$ cat config.mk
export PLATFORM = sky130hd
export DESIGN_NAME = lsb_regs
export DESIGN_NICKNAME = d
export VERILOG_FILES = /design/src/lsb_pkg.sv /design/src/lsb_blank_timer.sv /design/src/lsb_regs.sv
export VERILOG_INCLUDE_DIRS = /design/src
export SDC_FILE = /design/constraint.sdc
export NUM_CORES = 1
export LEC_CHECK = 0
export BUFFER_PORTS_ARGS = -buffer_cell sky130_fd_sc_hd__buf_2
export CORE_MARGIN = 5
export CORE_UTILIZATION = 56
export CTS_CLUSTER_DIAMETER = 60
export DETAILED_ROUTE_END_ITERATION = 6
export PLACE_DENSITY = 0.89
export SYNTH_ARGS = -nofsm -noshare
export SYNTH_HDL_FRONTEND = slang
export SYNTH_SLANG_ARGS = --single-unit
$ cat constraint.sdc
create_clock -name sys_clk -period 2.36 [get_ports sys_clk]
set_clock_uncertainty 0.2 [all_clocks]
set_input_delay 0.236 -clock sys_clk [delete_from_list [all_inputs] [get_ports sys_clk]]
set_output_delay 0.236 -clock sys_clk [all_outputs]
set_load 0.02 [all_outputs]
$ cat src/lsb_cfg.svh
// Purpose: Offsets, field positions, reset values and timing counts
// Assumes: 8-bit registers, 40 MHz system clock
// Notes: Included by the load-switch and buck register slice
`ifndef LSB_CFG_SVH
`define LSB_CFG_SVH

// ***************************************************
// Register offsets
// ***************************************************
`define LSB_UNLOCK_OFF 8'h10
`define LSB_CFG_OFF 8'h15
`define LSB_BUCK1_OFF 8'h16
`define LSB_BUCK2_OFF 8'h17

// ***************************************************
// Reset values
// ***************************************************
`define LSB_CFG_RST 8'h00
`define LSB_BUCK_RST 8'h99

// ***************************************************
// Field positions
// ***************************************************
`define LSB_PF_OFF_LSB 3
`define LSB_DIS_LSB 0
`define LSB_CFG_USED_MSB 5
`define LSB_PFM_BIT 7
`define LSB_RSVD_BIT 6
`define LSB_CODE_MSB 5

// ***************************************************
// Timing
// ***************************************************
`define LSB_CLK_HZ 40000000
`define LSB_BLANK_MS 5
`define LSB_BLANK_CYC ((`LSB_BLANK_MS * `LSB_CLK_HZ) / 1000)

`endif

$ cat src/lsb_pkg.sv
// Purpose: Types shared by the load-switch and buck register slice
// Assumes: lsb_cfg.svh holds the numbers
// Notes: None
package lsb_pkg;

   // Register access request from the serial interface engine
   typedef struct packed {
      logic wr;
      logic rd;
      logic [7:0] addr;
      logic [7:0] data;
   } lsb_bus_type;

   // Applied converter setting
   typedef struct packed {
      logic pulseSkip;
      logic [5:0] code;
   } lsb_buck_type;

endpackage : lsb_pkg

$ cat src/lsb_blank_timer.sv
// Purpose: Retriggerable monitor blanking window
// Assumes: start is a one-cycle pulse
// Notes: A start during a window restarts the full count
`timescale 1ns/1ps
module lsb_blank_timer #(
   parameter int CYCLES = 200000
) (
   input wire logic sys_clk, // System clock
   input wire logic rst, // Synchronous reset
   input wire logic start, // Restart window
   output logic busy // Window active
);
   localparam int W = $clog2(CYCLES + 1);
   localparam logic [W-1:0] LOAD = W'(CYCLES);

   logic [W-1:0] count_q;
   logic busy_q;
   logic lastTick;

   assign lastTick = (count_q == W'(1));
   assign busy = busy_q;

   always_ff @(posedge sys_clk) begin
      if (rst) begin
         count_q <= '0;
         busy_q <= 1'b0;
      end else if (start) begin
         count_q <= LOAD;
         busy_q <= 1'b1;
      end else if (busy_q) begin
         count_q <= count_q - W'(1);
         busy_q <= !lastTick;
      end
   end

   a_blank_len: assert property (@(posedge sys_clk) disable iff (rst)
      start |=> busy [*8])
      else $error("Blank window ended early");

endmodule : lsb_blank_timer

$ cat src/lsb_regs.sv
// Purpose: Load-switch configuration and two buck control registers
// Assumes: Serial engine delivers decoded one-cycle read/write strobes
// Notes: Unlock arming is decoded here; commit and analog parts live outside this block
//
// Operation
// - Switch config register at 0x15, resets to zero, password protected.
// - Bit 5 set: switch three off while power-fail output is low.
// - Bit 4 set: switch two off while power-fail output is low.
// - Bit 3 set: switch one off while power-fail output is low.
// - Bit 2 set: switch three output discharged while it is off.
// - Bit 1 set: switch two output discharged while it is off.
// - Bit 0 set: switch one output discharged while it is off.
// - Buck one register at 0x16, resets to 0x99, password protected.
// - Any buck one write blanks its voltage monitoring for 5 ms.
// - Buck one voltage applies only after commit bit in 0x1A.
// - Buck one bit 7 enables pulse skip; bit 6 reads zero.
// - Buck one bits 5-0 pick voltage, 0.850 V to 1.675 V.
// - Buck two register at 0x17, resets to 0x99, password protected.
// - Any buck two write blanks its voltage monitoring for 5 ms.
// - Buck two voltage applies only after commit bit in 0x1A.
// - Buck two bit 7 enables pulse skip; bit 6 reads zero.
// - Buck two bits 5-0 use the same voltage table.
`timescale 1ns/1ps
`include "lsb_cfg.svh"
module lsb_regs #(
   parameter int BLANK_CYCLES = `LSB_BLANK_CYC
) (
   input wire logic sys_clk, // System clock
   input wire logic rst, // Synchronous reset
   input wire lsb_pkg::lsb_bus_type busIn, // Register access strobes
   input wire logic commitGo, // Commit bit written
   input wire logic commitWithDisable, // Commit-with-disable bit written
   input wire logic powerFailOutN, // Power-fail comparator, low = tripped
   input wire logic [2:0] swEnable, // Switch enables from sequencer
   output logic [7:0] rdData, // Read data
   output logic rdValid, // Read data valid pulse
   output logic [2:0] swOn, // Switch gate drive
   output logic [2:0] swDischarge, // Output discharge enable
   output lsb_pkg::lsb_buck_type buckOne, // Applied buck one setting
   output lsb_pkg::lsb_buck_type buckTwo, // Applied buck two setting
   output logic [1:0] monitorBlank // Voltage monitor blanking
);
   import lsb_pkg::*;

   // ***************************************************
   // Decode
   // ***************************************************
   logic [7:0] cfg_q;
   logic [7:0] buck_q [2];
   logic [5:0] target_q [2];
   logic [1:0] pfmApplied_q;
   logic armed_q;
   logic [7:0] rdData_q;
   logic rdValid_q;
   logic [2:0] swOn_q;
   logic [2:0] swDis_q;

   wire hitUnlock = (busIn.addr == `LSB_UNLOCK_OFF);
   wire hitCfg = (busIn.addr == `LSB_CFG_OFF);
   wire hitBuck1 = (busIn.addr == `LSB_BUCK1_OFF);
   wire hitBuck2 = (busIn.addr == `LSB_BUCK2_OFF);
   wire protWr = busIn.wr && armed_q;
   wire wrCfg = protWr && hitCfg;
   wire [1:0] wrBuck = {protWr && hitBuck2, protWr && hitBuck1};
   wire commit = commitGo || commitWithDisable;
   wire [2:0] pfOff = cfg_q[`LSB_PF_OFF_LSB +: 3];
   wire [2:0] disEn = cfg_q[`LSB_DIS_LSB +: 3];
   wire [7:0] cfgRead = {2'h0, cfg_q[`LSB_CFG_USED_MSB:0]};
   wire [7:0] rdMux = hitCfg ? cfgRead :
                      hitBuck1 ? buck_q[0] :
                      hitBuck2 ? buck_q[1] : 8'h00;

   // ***************************************************
   // Password arming
   // ***************************************************
   // Any write consumes the arm, so only the very next write is accepted
   always_ff @(posedge sys_clk) begin
      if (rst) begin
         armed_q <= 1'b0;
      end else if (busIn.wr) begin
         armed_q <= hitUnlock;
      end
   end

   // ***************************************************
   // Load-switch configuration
   // ***************************************************
   always_ff @(posedge sys_clk) begin
      if (rst) begin
         cfg_q <= `LSB_CFG_RST;
      end else if (wrCfg) begin
         cfg_q <= {2'h0, busIn.data[`LSB_CFG_USED_MSB:0]};
      end
   end

   // ***************************************************
   // Switch control
   // ***************************************************
   for (genvar i = 0; i < 3; i++) begin : g_sw
      wire swOnD = swEnable[i] && !(pfOff[i] && !powerFailOutN);
      always_ff @(posedge sys_clk) begin
         if (rst) begin
            swOn_q[i] <= 1'b0;
            swDis_q[i] <= 1'b0;
         end else begin
            swOn_q[i] <= swOnD;
            swDis_q[i] <= disEn[i] && !swOnD;
         end
      end
   end

   assign swOn = swOn_q;
   assign swDischarge = swDis_q;

   // ***************************************************
   // Buck control registers
   // ***************************************************
   for (genvar c = 0; c < 2; c++) begin : g_buck
      always_ff @(posedge sys_clk) begin
         if (rst) begin
            buck_q[c] <= `LSB_BUCK_RST;
            target_q[c] <= 6'(`LSB_BUCK_RST & 8'h3f);
            pfmApplied_q[c] <= 1'b1;
         end else begin
            if (wrBuck[c]) begin
               // Reserved bit forced low
               buck_q[c] <= busIn.data & 8'hbf;
            end
            pfmApplied_q[c] <= buck_q[c][`LSB_PFM_BIT];
            if (commit) begin
               target_q[c] <= buck_q[c][`LSB_CODE_MSB:0];
            end
         end
      end

      lsb_blank_timer #(
         .CYCLES(BLANK_CYCLES)
      ) u_blank (
         .sys_clk(sys_clk),
         .rst(rst),
         .start(wrBuck[c]),
         .busy(monitorBlank[c])
      );
   end

   // Codes map 0.850 V + 10 mV steps to 0x32, then 25 mV steps to 0x3f
   assign buckOne = '{pulseSkip: pfmApplied_q[0], code: target_q[0]};
   assign buckTwo = '{pulseSkip: pfmApplied_q[1], code: target_q[1]};

   // ***************************************************
   // Read path
   // ***************************************************
   always_ff @(posedge sys_clk) begin
      if (rst) begin
         rdData_q <= 8'h00;
         rdValid_q <= 1'b0;
      end else begin
         rdValid_q <= busIn.rd;
         if (busIn.rd) begin
            rdData_q <= rdMux;
         end
      end
   end

   assign rdData = rdData_q;
   assign rdValid = rdValid_q;

   // ***************************************************
   // Checks
   // ***************************************************
   a_cfg_reset: assert property (@(posedge sys_clk)
      rst |=> (cfg_q == 8'h00))
      else $error("Config reset value wrong");

   a_sw3_powerfail: assert property (@(posedge sys_clk) disable iff (rst)
      (cfg_q[5] && !powerFailOutN) |=> !swOn[2])
      else $error("Switch three on during power fail");

   a_sw2_powerfail: assert property (@(posedge sys_clk) disable iff (rst)
      (cfg_q[4] && !powerFailOutN) |=> !swOn[1])
      else $error("Switch two on during power fail");

   a_sw1_powerfail: assert property (@(posedge sys_clk) disable iff (rst)
      (!cfg_q[3] && swEnable[0]) |=> swOn[0])
      else $error("Switch one cut without power-fail option");

   a_sw3_discharge: assert property (@(posedge sys_clk) disable iff (rst)
      (cfg_q[2] && !swEnable[2]) |=> swDischarge[2])
      else $error("Switch three not discharged");

   a_sw2_discharge: assert property (@(posedge sys_clk) disable iff (rst)
      swDischarge[1] |-> !swOn[1])
      else $error("Switch two discharged while on");

   a_sw1_discharge: assert property (@(posedge sys_clk) disable iff (rst)
      !cfg_q[0] |=> !swDischarge[0])
      else $error("Switch one discharged when disabled");

   a_buck_reset: assert property (@(posedge sys_clk)
      rst |=> (buck_q[0] == 8'h99) && (buck_q[1] == 8'h99))
      else $error("Buck reset value wrong");

   a_blank_one: assert property (@(posedge sys_clk) disable iff (rst)
      wrBuck[0] |=> monitorBlank[0] [*4])
      else $error("Buck one monitor not blanked");

   a_hold_target: assert property (@(posedge sys_clk) disable iff (rst)
      !commit |=> $stable(buckOne.code) && $stable(buckTwo.code))
      else $error("Voltage changed without commit");

   a_reserved_read: assert property (@(posedge sys_clk) disable iff (rst)
      rdValid |-> !rdData[6])
      else $error("Reserved bit read as one");

   a_locked_write: assert property (@(posedge sys_clk) disable iff (rst)
      (busIn.wr && !armed_q) |=> $stable(cfg_q) && $stable(buck_q[0]) && $stable(buck_q[1]))
      else $error("Locked write took effect");

   a_sw1_pf_off: assert property (@(posedge sys_clk) disable iff (rst)
      (cfg_q[3] && !powerFailOutN) |=> !swOn[0])
      else $error("Switch one on during power fail");

   a_sw3_pf_keep: assert property (@(posedge sys_clk) disable iff (rst)
      (!cfg_q[5] && swEnable[2]) |=> swOn[2])
      else $error("Switch three cut without power-fail option");

   a_sw2_pf_keep: assert property (@(posedge sys_clk) disable iff (rst)
      (!cfg_q[4] && swEnable[1]) |=> swOn[1])
      else $error("Switch two cut without power-fail option");

   a_sw2_dis_on: assert property (@(posedge sys_clk) disable iff (rst)
      (cfg_q[1] && !swEnable[1]) |=> swDischarge[1])
      else $error("Switch two not discharged");

   a_sw1_dis_on: assert property (@(posedge sys_clk) disable iff (rst)
      (cfg_q[0] && !swEnable[0]) |=> swDischarge[0])
      else $error("Switch one not discharged");

   a_sw3_dis_off: assert property (@(posedge sys_clk) disable iff (rst)
      !cfg_q[2] |=> !swDischarge[2])
      else $error("Switch three discharged when disabled");

   a_sw2_dis_off: assert property (@(posedge sys_clk) disable iff (rst)
      !cfg_q[1] |=> !swDischarge[1])
      else $error("Switch two discharged when disabled");

   a_sw1_dis_safe: assert property (@(posedge sys_clk) disable iff (rst)
      swDischarge[0] |-> !swOn[0])
      else $error("Switch one discharged while on");

   a_cfg_rsvd: assert property (@(posedge sys_clk) disable iff (rst)
      cfg_q[7:6] == 2'h0)
      else $error("Config reserved bits set");

   a_buck_rsvd: assert property (@(posedge sys_clk) disable iff (rst)
      !buck_q[0][`LSB_RSVD_BIT] && !buck_q[1][`LSB_RSVD_BIT])
      else $error("Buck reserved bit set");

   a_blank_two: assert property (@(posedge sys_clk) disable iff (rst)
      wrBuck[1] |=> monitorBlank[1] [*4])
      else $error("Buck two monitor not blanked");

   a_commit_one: assert property (@(posedge sys_clk) disable iff (rst)
      commit |=> (buckOne.code == $past(buck_q[0][5:0])))
      else $error("Buck one commit did not apply code");

   a_commit_two: assert property (@(posedge sys_clk) disable iff (rst)
      commit |=> (buckTwo.code == $past(buck_q[1][5:0])))
      else $error("Buck two commit did not apply code");

   a_skip_one: assert property (@(posedge sys_clk) disable iff (rst)
      buckOne.pulseSkip == $past(buck_q[0][7]))
      else $error("Buck one pulse skip not following register");

   a_skip_two: assert property (@(posedge sys_clk) disable iff (rst)
      buckTwo.pulseSkip == $past(buck_q[1][7]))
      else $error("Buck two pulse skip not following register");

   a_read_answer: assert property (@(posedge sys_clk) disable iff (rst)
      busIn.rd |=> rdValid)
      else $error("Read not answered");

   a_read_cfg: assert property (@(posedge sys_clk) disable iff (rst)
      (busIn.rd && hitCfg) |=> (rdData == {2'h0, $past(cfg_q[5:0])}))
      else $error("Config read data wrong");

   a_read_buck_one: assert property (@(posedge sys_clk) disable iff (rst)
      (busIn.rd && hitBuck1) |=> (rdData == $past(buck_q[0])))
      else $error("Buck one read data wrong");

   a_read_buck_two: assert property (@(posedge sys_clk) disable iff (rst)
      (busIn.rd && hitBuck2) |=> (rdData == $past(buck_q[1])))
      else $error("Buck two read data wrong");

   a_unlock_arm: assert property (@(posedge sys_clk) disable iff (rst)
      (busIn.wr && hitUnlock) |=> armed_q)
      else $error("Unlock write did not arm");

   a_arm_consumed: assert property (@(posedge sys_clk) disable iff (rst)
      (busIn.wr && !hitUnlock) |=> !armed_q)
      else $error("Arm not consumed by write");

   a_write_buck: assert property (@(posedge sys_clk) disable iff (rst)
      wrBuck[0] |=> (buck_q[0] == ($past(busIn.data) & 8'hbf)))
      else $error("Buck one write not stored");

endmodule : lsb_regs

==> flow_metrics.tcl <==
set metrics [dict create \
    headroom_to_the_max_slew_limit_pct 65.7 \
    wire_length_of_the_first_global_routing_pass_um 14300 \
    cp_max_fo 6 \
    gr-total-overflow 0 \
    critical_path.endpoint_type "flip-flop" \
    clk-insertion-delay-late_ns 0.36 \
    post-dp-hpwl_um 6040 \
    synthFlopType "sky130_fd_sc_hd__dfxtp_1" \
    cap_viol_max_count 0 \
    detail_route.drc_violations 0 \
    grt_start_max_net_pins 31 \
    die_x_um 92.9 \
    nNetsFinal 493 \
    clk_pin_slew_worst_paths_ns 0.09 \
    coreArea_um2 6760 \
    tritoncts_clock_tree "done" \
    total_clock_sinks 87 \
    routed_wire_length_per_instance_um 15.7 \
    min_period_over_period_pct 89.3 \
    crit_arrival_ns 2.20 \
    io_buffers 54 \
    synth.area.top_cells "sky130_fd_sc_hd__dfxtp_1, sky130_fd_sc_hd__edfxtp_1, sky130_fd_sc_hd__nor2_1" \
    drt_first_iter_violations 244 \
    critical_path.startpoint "g_buck[1].u_blank.busy" \
    via_per_inst 5.74 \
    netlist.top_cell.by_area "sky130_fd_sc_hd__dfxtp_1" \
    leakagePower_nw 1.84 \
    detailed_place.area_um2 4230 \
    finalHoldViolCount 0 \
    post_cts.resized_instances 0 \
    htree_levels 3 \
    worst_setup_path_start_kind "flip-flop" \
    min-delay-path-class "input port to flip-flop" \
    detail-route-antenna-nets 0 \
    netlist_instances 391 \
    clockRootBuffer "sky130_fd_sc_hd__clkbuf_8" \
    count_of_flip_flops_with_a_built_in_enable_after_synthesis 26 \
    groute.usage.overall_pct 21.0 \
    postSynth.asyncResetShare_pct 0 \
    report.final.setup_viol 0 \
    final_weighted_congestion_in_routability_driven_placement 0.865 \
    synth.lib_cells_used.distinct 50 \
    drt-total-wl_um 8580 \
    crit_required_ns 2.46 \
    synth_seq_cells 87 \
    number_of_cell_instances_on_the_worst_register_to_register_path 4 \
    cts.path.max_buffers 2 \
    first_pass_detailed_route_iteration_total 5 \
    fin_hold_ws_ns 0.0206 \
    finalMaxSlewViolations 0 \
    die_h_um 92.9 \
    rows 30 \
    reg2reg_to "g_buck[1].u_blank.count_q[13]" \
    worst-setup-path-type "flip-flop to flip-flop" \
    fin_crit_ns 2.11 \
    route.vias.total 3145 \
    regToRegStartpoint "g_buck[1].u_blank.busy" \
    yosysWarnings 0 \
    syn_to_final_growth_pct 19.0 \
    reg2reg_setup_slack_ns 0.25 \
    antenna-diode-count 0 \
    grt_pass1_vias 3049 \
    fin_area_um2 4570 \
    initial_antenna_violation_count 0 \
    power.density_nw_per_um2 624 \
    seq_area_frac_synth_pct 52.1 \
    floorplan.io_pins 57 \
    design.die.area_um2 8620 \
    maxClockFrequency_mhz 474 \
    mappedNetlistArea_um2 3840 \
    setup.worst_path.end "g_buck[1].u_blank.count_q[13]" \
    outcome "completed" \
    max-vdd-ir-drop_mv 0.426 \
    numCtsBuffers 9 \
    post_syn_area_per_cell_um2 9.83 \
    setup_repair_after_global_routing_missed_its_margin "false" \
    start_util_pct 56.9 \
    layout-drive-gt1-share_pct 23.3 \
    worstMarginPinSlew_ns 0.508 \
    syn-num-nets 421 \
    finalSetupTns_ns 0 \
    power.total_mw 2.85 \
    post-synth-top-area-fraction_pct 31.8 \
]
worst max-delay path, cell delays in order (launching register included):
cell and delay [ns]:
sky130_fd_sc_hd__dfxtp_1 0.44, sky130_fd_sc_hd__or3b_2 0.54, sky130_fd_sc_hd__nand4b_1 0.34, sky130_fd_sc_hd__or3_1 0.38, sky130_fd_sc_hd__a21oi_1 0.14
cell usage after synthesis, drive strengths merged (12+ instances only):
cell type,instances
a31oi,13
nor3,15
clkbuf,13
nor2b,12
o21ai,12
nand2,15
a21oi,21
inv,17
nor2,50
dfxtp,61
edfxtp,26
or2,14
state kept, by name (all words and copies together), names as in the netlist:
name                    flops
armed_q                     1
swOn                        3
g_buck.u_blank.busy         2
cfg_q                       6
rdData                      7
g_buck.u_blank.count_q     36
target_q                   12
buckOne                     1
swDischarge                 3
buck_q                     14
buckTwo                     1
rdValid                     1
logic make-up after synthesis:
kind of cell	Yosys count	share of synthesized area, %
AND/OR/NAND/NOR	177	26.8
buffers and inverters	36	3.94
AO/OA/AOI/OAI	53	7.88
multiplexers	11	2.90
adder cells (fa/ha/maj)	4	1.30
flip-flops	87	52.1
other	1	0.0975
XOR/XNOR	22	5.01
layer usage:
| layer | GRT usage [%] | wire length, µm | part of all wire (%) |
|---|---|---|---|
| met1 | 25.0 | 3540 | 41 |
| met5 | 0 | 0 | 0 |
| met4 | 9.52 | 251 | 2.9 |
| met3 | 5.36 | 511 | 6.0 |
| met2 | 35.4 | 4270 | 50 |
where the power goes:
group | switching [mW] | leakage [nW] | internal (mW) | total, mW
logic | 0.0947 | 1.01 | 0.0572 | 0.152
registers | 0.00383 | 0.725 | 1.55 | 1.55
clock network | 0.546 | 0.111 | 0.604 | 1.15
total | 0.644 | 1.84 | 2.21 | 2.85
placed cells by master, fill, tap and decap left out, types with 13 or more instances in the layout:
cell type	instances
sky130_fd_sc_hd__dlygate4sd3_1	13
sky130_fd_sc_hd__buf_4	13
sky130_fd_sc_hd__dfxtp_1	61
sky130_fd_sc_hd__inv_1	17
sky130_fd_sc_hd__nand2_1	15
sky130_fd_sc_hd__or2_2	13
sky130_fd_sc_hd__buf_2	54
sky130_fd_sc_hd__nor2_1	49
sky130_fd_sc_hd__a21oi_1	20
sky130_fd_sc_hd__nor3_1	15
sky130_fd_sc_hd__a31oi_1	13
sky130_fd_sc_hd__edfxtp_1	26
layout make-up:
cell class / instances / area (µm²)
fillers: 479 / 2180
flip-flops and latches: 87 / 2000
inverters: 17 / 63.8
clock inverters: 6 / 91.3
well taps: 80 / 100
repair buffers: 80 / 498
multi-input cells: 268 / 1690
clock buffers: 10 / 128
repair_timing:
item	4_1_cts	5_1_grt
hold endpoints to repair	18	0
setup buffers	0	0
hold buffers	13	0
endpoints found under the setup margin	0	0
worst min-delay path by stage:
| stage | start | end | slack, ns | cells after the start |
|---|---|---|---|---|
| after floorplan | busIn[0] | cfg_q[0] | 0.18 | 2 |
| after global placement | buck_q[0][6] | buckOne[6] | 0.24 | 1 |
| after detailed placement | buck_q[1][6] | buckTwo[6] | 0.25 | 1 |
| after CTS | busIn[10] | armed_q | 0.01 | 4 |
| after global routing | powerFailOutN | swOn[1] | 0.03 | 3 |
| final | busIn[10] | armed_q | 0.02 | 4 |
metrics by stage:
stage	worst slack, ns	utilization [%]	std cells
global route	0.126	67.7	548
floorplan	0.215	-	391
global placement	0.228	62.5	519
finish	0.252	67.7	548
detailed placement	0.217	62.5	519
CTS	0.273	67.7	548
(Power assumes the default switching activity.)
